File: config.mk
export PLATFORM = sky130hd
export DESIGN_NAME = pci_int_to_isa_irq_steering
export DESIGN_NICKNAME = d
export VERILOG_FILES = /design/src/hw/irq_steer_pkg.sv /design/src/hw/irq_route_decode.sv /design/src/hw/pci_int_to_isa_irq_steering.sv
export SDC_FILE = /design/constraint.sdc
export NUM_CORES = 1
export LEC_CHECK = 0
export BUFFER_PORTS_ARGS = -buffer_cell sky130_fd_sc_hd__buf_2
export CAP_MARGIN = 20
export CORE_UTILIZATION = 40
export DETAILED_ROUTE_END_ITERATION = 10
export HOLD_SLACK_MARGIN = 0.02
export SETUP_SLACK_MARGIN = 0.5
export SYNTH_ARGS = -nofsm -noshare
export SYNTH_HDL_FRONTEND = slang
export SYNTH_SLANG_ARGS = --single-unit
File: constraint.sdc
create_clock -name pclk -period 4.1 [get_ports pclk]
set_input_delay 0 -clock pclk [delete_from_list [all_inputs] [get_ports pclk]]
set_output_delay 0 -clock pclk [all_outputs]
set_load 0.005 [all_outputs]
File: src/hw/irq_steer_pkg.sv
// Constants for the PCI interrupt to ISA IRQ steering block
package irq_steer_pkg;

   localparam int ADDR_W = 12;
   localparam int NUM_PCI = 8;
   localparam int NUM_SRC = 10;
   localparam int NIBBLE = 4;

   // Byte address of a register index on the 32-bit bus
   function automatic logic [11:0] byte_addr(input logic [7:0] idx);
      return {2'b00, idx, 2'b00};
   endfunction

   localparam logic [7:0] IDX_ROUTE_12 = 8'h48;
   localparam logic [7:0] IDX_ROUTE_34 = 8'h49;
   localparam logic [7:0] IDX_ROUTE_56 = 8'h4a;
   localparam logic [7:0] IDX_ROUTE_78 = 8'h4b;
   localparam logic [7:0] IDX_L2E = 8'h4c;
   localparam logic [7:0] IDX_STEER = 8'h4d;
   localparam logic [7:0] IDX_INT_STATUS = 8'h60;
   localparam logic [7:0] IDX_INT_MASK = 8'h61;
   localparam logic [7:0] IDX_RAW_LEVEL = 8'h62;

   localparam logic [11:0] ADDR_ROUTE_12 = byte_addr(IDX_ROUTE_12);
   localparam logic [11:0] ADDR_ROUTE_34 = byte_addr(IDX_ROUTE_34);
   localparam logic [11:0] ADDR_ROUTE_56 = byte_addr(IDX_ROUTE_56);
   localparam logic [11:0] ADDR_ROUTE_78 = byte_addr(IDX_ROUTE_78);
   localparam logic [11:0] ADDR_L2E = byte_addr(IDX_L2E);
   localparam logic [11:0] ADDR_STEER = byte_addr(IDX_STEER);
   localparam logic [11:0] ADDR_INT_STATUS = byte_addr(IDX_INT_STATUS);
   localparam logic [11:0] ADDR_INT_MASK = byte_addr(IDX_INT_MASK);
   localparam logic [11:0] ADDR_RAW_LEVEL = byte_addr(IDX_RAW_LEVEL);

   localparam logic [7:0] REG_RESET = 8'h00;
   localparam logic [9:0] EVT_RESET = 10'h000;
   localparam logic [31:0] READ_ZERO = 32'h0000_0000;

   // Routing field codes
   localparam logic [3:0] CODE_OFF = 4'h0;
   localparam logic [3:0] CODE_IRQ9 = 4'h1;
   localparam logic [3:0] CODE_IRQ3 = 4'h2;
   localparam logic [3:0] CODE_IRQ10 = 4'h3;
   localparam logic [3:0] CODE_IRQ4 = 4'h4;
   localparam logic [3:0] CODE_IRQ5 = 4'h5;
   localparam logic [3:0] CODE_IRQ7 = 4'h6;
   localparam logic [3:0] CODE_IRQ6 = 4'h7;
   localparam logic [3:0] CODE_IRQ1 = 4'h8;
   localparam logic [3:0] CODE_IRQ11 = 4'h9;
   localparam logic [3:0] CODE_RSV_A = 4'ha;
   localparam logic [3:0] CODE_IRQ12 = 4'hb;
   localparam logic [3:0] CODE_RSV_C = 4'hc;
   localparam logic [3:0] CODE_IRQ14 = 4'hd;
   localparam logic [3:0] CODE_RSV_E = 4'he;
   localparam logic [3:0] CODE_IRQ15 = 4'hf;

   // One-hot ISA IRQ lines, bit n is IRQn
   localparam logic [15:0] IRQ_NONE = 16'h0000;
   localparam logic [15:0] IRQ1_BIT = 16'h0002;
   localparam logic [15:0] IRQ3_BIT = 16'h0008;
   localparam logic [15:0] IRQ4_BIT = 16'h0010;
   localparam logic [15:0] IRQ5_BIT = 16'h0020;
   localparam logic [15:0] IRQ6_BIT = 16'h0040;
   localparam logic [15:0] IRQ7_BIT = 16'h0080;
   localparam logic [15:0] IRQ9_BIT = 16'h0200;
   localparam logic [15:0] IRQ10_BIT = 16'h0400;
   localparam logic [15:0] IRQ11_BIT = 16'h0800;
   localparam logic [15:0] IRQ12_BIT = 16'h1000;
   localparam logic [15:0] IRQ14_BIT = 16'h4000;
   localparam logic [15:0] IRQ15_BIT = 16'h8000;

   localparam int EDGE_PULSE_LEN = 2;

endpackage

File: src/hw/irq_route_decode.sv
// Decoder from a 4-bit routing field to one-hot ISA IRQ lines
`timescale 1ns/1ps
`default_nettype none
module irq_route_decode (
   input  wire logic [3:0]  code,
   output logic      [15:0] irq_onehot
);
   always_comb begin
      unique case (code)
         irq_steer_pkg::CODE_IRQ9:  irq_onehot = irq_steer_pkg::IRQ9_BIT;
         irq_steer_pkg::CODE_IRQ3:  irq_onehot = irq_steer_pkg::IRQ3_BIT;
         irq_steer_pkg::CODE_IRQ10: irq_onehot = irq_steer_pkg::IRQ10_BIT;
         irq_steer_pkg::CODE_IRQ4:  irq_onehot = irq_steer_pkg::IRQ4_BIT;
         irq_steer_pkg::CODE_IRQ5:  irq_onehot = irq_steer_pkg::IRQ5_BIT;
         irq_steer_pkg::CODE_IRQ7:  irq_onehot = irq_steer_pkg::IRQ7_BIT;
         irq_steer_pkg::CODE_IRQ6:  irq_onehot = irq_steer_pkg::IRQ6_BIT;
         irq_steer_pkg::CODE_IRQ1:  irq_onehot = irq_steer_pkg::IRQ1_BIT;
         irq_steer_pkg::CODE_IRQ11: irq_onehot = irq_steer_pkg::IRQ11_BIT;
         irq_steer_pkg::CODE_IRQ12: irq_onehot = irq_steer_pkg::IRQ12_BIT;
         irq_steer_pkg::CODE_IRQ14: irq_onehot = irq_steer_pkg::IRQ14_BIT;
         irq_steer_pkg::CODE_IRQ15: irq_onehot = irq_steer_pkg::IRQ15_BIT;
         // Off and the three reserved codes drive nothing
         irq_steer_pkg::CODE_OFF,
         irq_steer_pkg::CODE_RSV_A,
         irq_steer_pkg::CODE_RSV_C,
         irq_steer_pkg::CODE_RSV_E: irq_onehot = irq_steer_pkg::IRQ_NONE;
      endcase
   end
endmodule
`default_nettype wire

File: src/hw/pci_int_to_isa_irq_steering.sv
// PCI interrupt to ISA IRQ steering with APB registers and event interrupt
`timescale 1ns/1ps
`default_nettype none
module pci_int_to_isa_irq_steering #(
   parameter int PULSE_LEN = irq_steer_pkg::EDGE_PULSE_LEN
) (
   input  wire logic        pclk,
   input  wire logic        presetn,
   input  wire logic        psel,
   input  wire logic        penable,
   input  wire logic        pwrite,
   input  wire logic [11:0] paddr,
   input  wire logic [31:0] pwdata,
   input  wire logic [3:0]  pstrb,
   output logic      [31:0] prdata,
   output logic             pready,
   output logic             pslverr,
   input  wire logic [7:0]  pci_int_lines,
   input  wire logic        steer_irq_first_input,
   input  wire logic        steer_irq_second_input,
   output logic      [15:0] isa_irq,
   output logic             irq
);
   localparam int NS = irq_steer_pkg::NUM_SRC;
   localparam int NP = irq_steer_pkg::NUM_PCI;
   localparam int NB = irq_steer_pkg::NIBBLE;
   localparam int CW = $clog2(PULSE_LEN + 1);

   logic [7:0]    pci_int_route_1_2;
   logic [7:0]    pci_int_route_3_4;
   logic [7:0]    pci_int_route_5_6;
   logic [7:0]    pci_int_route_7_8;
   logic [7:0]    level_to_edge_enable;
   logic [7:0]    steerable_irq_route;
   logic [NS-1:0] int_status;
   logic [NS-1:0] int_mask;

   logic [NS-1:0] raw_level;
   logic [NS-1:0] prev_level;
   logic [NS-1:0] rise;
   logic [NS-1:0] src;
   logic [NP-1:0] pulse_on;
   logic [CW-1:0] pulse_cnt [NP];
   logic [3:0]    route_code [NS];
   logic [15:0]   route_hot [NS];
   logic [15:0]   next_isa_irq;
   logic [31:0]   next_prdata;
   logic          next_hit;
   logic          wr_done;
   logic          byte0_wr;
   logic [NS-1:0] clr_status;

   // Inputs are already synchronous to pclk
   assign raw_level = {steer_irq_second_input, steer_irq_first_input,
                       pci_int_lines};
   assign rise = raw_level & ~prev_level;

   assign route_code[0] = pci_int_route_1_2[NB-1:0];
   assign route_code[1] = pci_int_route_1_2[2*NB-1:NB];
   assign route_code[2] = pci_int_route_3_4[NB-1:0];
   assign route_code[3] = pci_int_route_3_4[2*NB-1:NB];
   assign route_code[4] = pci_int_route_5_6[NB-1:0];
   assign route_code[5] = pci_int_route_5_6[2*NB-1:NB];
   assign route_code[6] = pci_int_route_7_8[NB-1:0];
   assign route_code[7] = pci_int_route_7_8[2*NB-1:NB];
   assign route_code[8] = steerable_irq_route[NB-1:0];
   assign route_code[9] = steerable_irq_route[2*NB-1:NB];

   // APB: one wait state, write lands on the completing edge
   assign wr_done = psel & penable & pready & pwrite & ~pslverr;
   assign byte0_wr = wr_done & pstrb[0];

   always_ff @(posedge pclk or negedge presetn) begin
      if (!presetn) begin
         prev_level <= irq_steer_pkg::EVT_RESET;
      end else begin
         prev_level <= raw_level;
      end
   end

   // Edge conversion: fixed-width pulse on each fresh assertion
   genvar g;
   generate
      for (g = 0; g < NP; g++) begin : g_edge
         always_ff @(posedge pclk or negedge presetn) begin
            if (!presetn) begin
               pulse_cnt[g] <= '0;
            end else if (rise[g] && level_to_edge_enable[g]) begin
               pulse_cnt[g] <= CW'(PULSE_LEN);
            end else if (pulse_cnt[g] != '0) begin
               pulse_cnt[g] <= pulse_cnt[g] - CW'(1);
            end
         end
         assign pulse_on[g] = (pulse_cnt[g] != '0);
         // Level mode passes the request as is
         assign src[g] = level_to_edge_enable[g] ? pulse_on[g]
                                                 : raw_level[g];
      end
   endgenerate
   assign src[NS-1:NP] = raw_level[NS-1:NP];

   generate
      for (g = 0; g < NS; g++) begin : g_dec
         irq_route_decode u_dec (
            .code       (route_code[g]),
            .irq_onehot (route_hot[g])
         );
      end
   endgenerate

   always_comb begin
      next_isa_irq = irq_steer_pkg::IRQ_NONE;
      for (int i = 0; i < NS; i++) begin
         if (src[i]) begin
            next_isa_irq = next_isa_irq | route_hot[i];
         end
      end
   end

   always_ff @(posedge pclk or negedge presetn) begin
      if (!presetn) begin
         isa_irq <= irq_steer_pkg::IRQ_NONE;
      end else begin
         isa_irq <= next_isa_irq;
      end
   end

   // Routing and conversion registers
   always_ff @(posedge pclk or negedge presetn) begin
      if (!presetn) begin
         pci_int_route_1_2    <= irq_steer_pkg::REG_RESET;
         pci_int_route_3_4    <= irq_steer_pkg::REG_RESET;
         pci_int_route_5_6    <= irq_steer_pkg::REG_RESET;
         pci_int_route_7_8    <= irq_steer_pkg::REG_RESET;
         level_to_edge_enable <= irq_steer_pkg::REG_RESET;
         steerable_irq_route  <= irq_steer_pkg::REG_RESET;
      end else if (byte0_wr) begin
         unique case (paddr)
            irq_steer_pkg::ADDR_ROUTE_12: pci_int_route_1_2 <= pwdata[7:0];
            irq_steer_pkg::ADDR_ROUTE_34: pci_int_route_3_4 <= pwdata[7:0];
            irq_steer_pkg::ADDR_ROUTE_56: pci_int_route_5_6 <= pwdata[7:0];
            irq_steer_pkg::ADDR_ROUTE_78: pci_int_route_7_8 <= pwdata[7:0];
            irq_steer_pkg::ADDR_L2E: level_to_edge_enable <= pwdata[7:0];
            irq_steer_pkg::ADDR_STEER: steerable_irq_route <= pwdata[7:0];
            default: begin
            end
         endcase
      end
   end

   // Event status: a rise on any source, write one to clear
   assign clr_status = (wr_done && paddr == irq_steer_pkg::ADDR_INT_STATUS)
                       ? pwdata[NS-1:0] : '0;

   always_ff @(posedge pclk or negedge presetn) begin
      if (!presetn) begin
         int_status <= irq_steer_pkg::EVT_RESET;
      end else begin
         // Set beats a clear in the same cycle
         int_status <= (int_status & ~clr_status) | rise;
      end
   end

   always_ff @(posedge pclk or negedge presetn) begin
      if (!presetn) begin
         int_mask <= irq_steer_pkg::EVT_RESET;
      end else if (wr_done && paddr == irq_steer_pkg::ADDR_INT_MASK) begin
         int_mask <= pwdata[NS-1:0];
      end
   end

   always_ff @(posedge pclk or negedge presetn) begin
      if (!presetn) begin
         irq <= 1'b0;
      end else begin
         irq <= |(int_status & int_mask);
      end
   end

   always_comb begin
      next_prdata = irq_steer_pkg::READ_ZERO;
      next_hit = 1'b1;
      unique case (paddr)
         irq_steer_pkg::ADDR_ROUTE_12: next_prdata[7:0] = pci_int_route_1_2;
         irq_steer_pkg::ADDR_ROUTE_34: next_prdata[7:0] = pci_int_route_3_4;
         irq_steer_pkg::ADDR_ROUTE_56: next_prdata[7:0] = pci_int_route_5_6;
         irq_steer_pkg::ADDR_ROUTE_78: next_prdata[7:0] = pci_int_route_7_8;
         irq_steer_pkg::ADDR_L2E: next_prdata[7:0] = level_to_edge_enable;
         irq_steer_pkg::ADDR_STEER: next_prdata[7:0] = steerable_irq_route;
         irq_steer_pkg::ADDR_INT_STATUS: next_prdata[NS-1:0] = int_status;
         irq_steer_pkg::ADDR_INT_MASK: next_prdata[NS-1:0] = int_mask;
         irq_steer_pkg::ADDR_RAW_LEVEL: next_prdata[NS-1:0] = raw_level;
         default: next_hit = 1'b0;
      endcase
   end

   // Raw level is read-only; a write there completes without effect
   always_ff @(posedge pclk or negedge presetn) begin
      if (!presetn) begin
         pready  <= 1'b0;
         pslverr <= 1'b0;
         prdata  <= irq_steer_pkg::READ_ZERO;
      end else if (psel && penable && !pready) begin
         pready  <= 1'b1;
         pslverr <= ~next_hit;
         prdata  <= (next_hit && !pwrite) ? next_prdata
                                          : irq_steer_pkg::READ_ZERO;
      end else begin
         pready  <= 1'b0;
         pslverr <= 1'b0;
      end
   end
endmodule
`default_nettype wire

==> results_dict.tcl <==
set metrics [dict create \
    hold_buffers 24 \
    async_flop_share 1.00 \
    drv_slew 0 \
    cts_buffers 17 \
    clk_path_buf_depth 2 \
    start_kind "flop" \
    p_leak_uw 0.00364 \
    ctsResizeCount 0 \
    ir_worst_vdd_mv 0.325 \
    setup_ws_ns 1.16 \
    grt_overflow_total 0 \
    ys_seq_area_frac 0.436 \
    synth_enable_flop_cells 0 \
    wl_um 22800 \
    synth.most_common_cell "dfrtp_1" \
    cts-root-buf "clkbuf_16" \
    grt_pass1_wl_um 35500 \
    setup_viol 0 \
    status "completed" \
    final_nets 845 \
    skew_ns 0.0123 \
    rsz0062_at_grt "false" \
    setup_tns_ns 0 \
    start_util 0.411 \
    finalHoldViolCount 0 \
    yosysWarnings 0 \
    crit_required_ns 4.43 \
    syn_area_um2 6840 \
    final_area_um2 8140 \
    grt_max_degree 63 \
    postSynthCellCount 681 \
    worst_pin_slew_ns 1.16 \
    avgSynthCellArea_um2 10.0 \
    ant_nets 0 \
    cts.sinks 119 \
    vias 5969 \
    syn_to_final_growth_pct 19.1 \
    synth_top_area_frac 0.436 \
    cts.htree.levels 4 \
    relSlewSlack 0.219 \
    first_iter_violations 638 \
    gp_congestion 0.945 \
    die-area_um2 17600 \
    synthTopCellsByArea "dfrtp_1, mux2_2, nor2b_1, nand2_1, buf_4" \
    post-cts-setup-buffer-count 0 \
    route.detailed.drc 0 \
    dp.final_hpwl_um 16800 \
    p_total_uw 3380 \
    coreArea_um2 16600 \
    min_period_over_period 0.718 \
    dpl_cell_area_um2 7300 \
    clk_pin_slew_ns 0.06 \
    via_per_inst 5.93 \
    dr.pass1.iters 5 \
    yosysTopAreaCell "dfrtp_1" \
    die_w_um 133 \
    cp.arrival_ns 3.27 \
    track_usage 0.273 \
    cp_max_fo 16 \
    routedWlPerCell_um 22.7 \
    drive_above_1_share 0.221 \
    antenna_found_initial 0 \
    layout_min_cycle_time_ns 2.94 \
    p_per_area_nw_per_um2 416 \
    hold_path_class "input pin to flop" \
    crit_path_end_kind "flop" \
    clk_latency_ns 0.43 \
    synth_seq_cells 119 \
    io_pins 114 \
    grt_pass1_vias 5864 \
    cap_viol_max_count 0 \
    worstSetupPathType "flop to flop" \
    ys.flop_type "dfrtp_1" \
    dieHeight_um 133 \
    cts_tree "yes" \
    io_buffers 62 \
    max_freq_mhz 340 \
    synth_cell_types 63 \
    place_ws_ns 1.65 \
    synth_common_cells "dfrtp_1, mux2_2, nand2_1" \
    diodes 0 \
    fp-row-count 47 \
]
[per-layer routing]
metal,vias up,share of wire,wire length [um],global-route usage
met5,-,0,0,0
met4,0,0.035,810,0.130
met3,49,0.068,1550,0.0575
met2,278,0.46,10400,0.416
met1,2952,0.44,10100,0.372
li1,2690,-,-,-
[cell families (layout without fill, tap and decap cells)]
kind of cell	count (synthesis)	in the layout	synth area share
AO/OA/AOI/OAI	151	151	0.155
buffers and inverters	73	154	0.0551
adder cells (fa/ha/maj)	8	8	0.0146
XOR/XNOR	8	8	0.0103
multiplexers	75	75	0.125
AND/OR/NAND/NOR	246	246	0.204
other	1	26	0.000549
flip-flops	119	119	0.436
[path summary, 6_finish.rpt]
check,start,endpoint,slack [ns],cells past startpoint
max,pready,prdata[5],1.16,7
min,paddr[10],pslverr,0.04,5
max reg2reg,pready,prdata[5],1.16,7
min reg2reg,prdata[9],prdata[9],0.49,2
max in group asynchronous,presetn,pci_int_route_5_6[7],2.94,3
min in group asynchronous,presetn,isa_irq[7],0.23,2
[cell usage in the layout (no fill, tap or decap), drive strengths merged, types with 18 or more instances in the layout]
cell type,count
nor2,40
conb,26
mux2,61
nand3,18
inv,31
nor2b,35
dfrtp,119
buf,69
a21oi,26
dlygate4sd3,24
a22oi,25
clkbuf,19
nand2,57
[critical path, stage by stage, from the launching register on]
cell,delay (ns)
dfrtp_1,0.39
nand3b_1,0.17
dlygate4sd3_1,0.57
buf_4,0.20
or3_1,0.33
nor4_1,0.85
a22oi_1,0.16
o21ai_0,0.17
[through the flow]
| step | std cells | utilization | hold WS (ns) |
|---|---|---|---|
| global route | 1007 | 0.489 | 0.0427 |
| floorplan | 706 | - | -0.296 |
| finish | 1007 | 0.489 | 0.0414 |
| detailed placement | 949 | 0.439 | 0.164 |
| CTS | 1005 | 0.488 | 0.0222 |
| global placement | 949 | 0.439 | 0.151 |
[area by class of cell]
class / instances / area [um2]
Inverter: 28 / 105
Timing Repair Buffer: 94 / 611
Clock inverter: 14 / 149
Multi-Input combinational cell: 514 / 3580
Clock buffer: 18 / 439
Sequential cell: 119 / 2980
Tap cell: 220 / 275
Fill cell: 1594 / 8500
[sequential cells by signal, summed over array words and instances (netlist names)]
register,cells
pci_int_route_1_2,8
int_status,10
prdata,10
int_mask,10
irq,1
prev_level,10
pci_int_route_3_4,8
isa_irq,12
pulse_cnt,16
pci_int_route_7_8,8
level_to_edge_enable,8
pslverr,1
pready,1
steerable_irq_route,8
pci_int_route_5_6,8
[power by group]
group          leakage [uW]  internal (uW)  switching [uW]
clock network      0.000291            914             580
logic               0.00181            251             320
registers           0.00154           1270            45.4
total               0.00364           2440             945
Note: power is estimated with default switching activity, not from simulation.
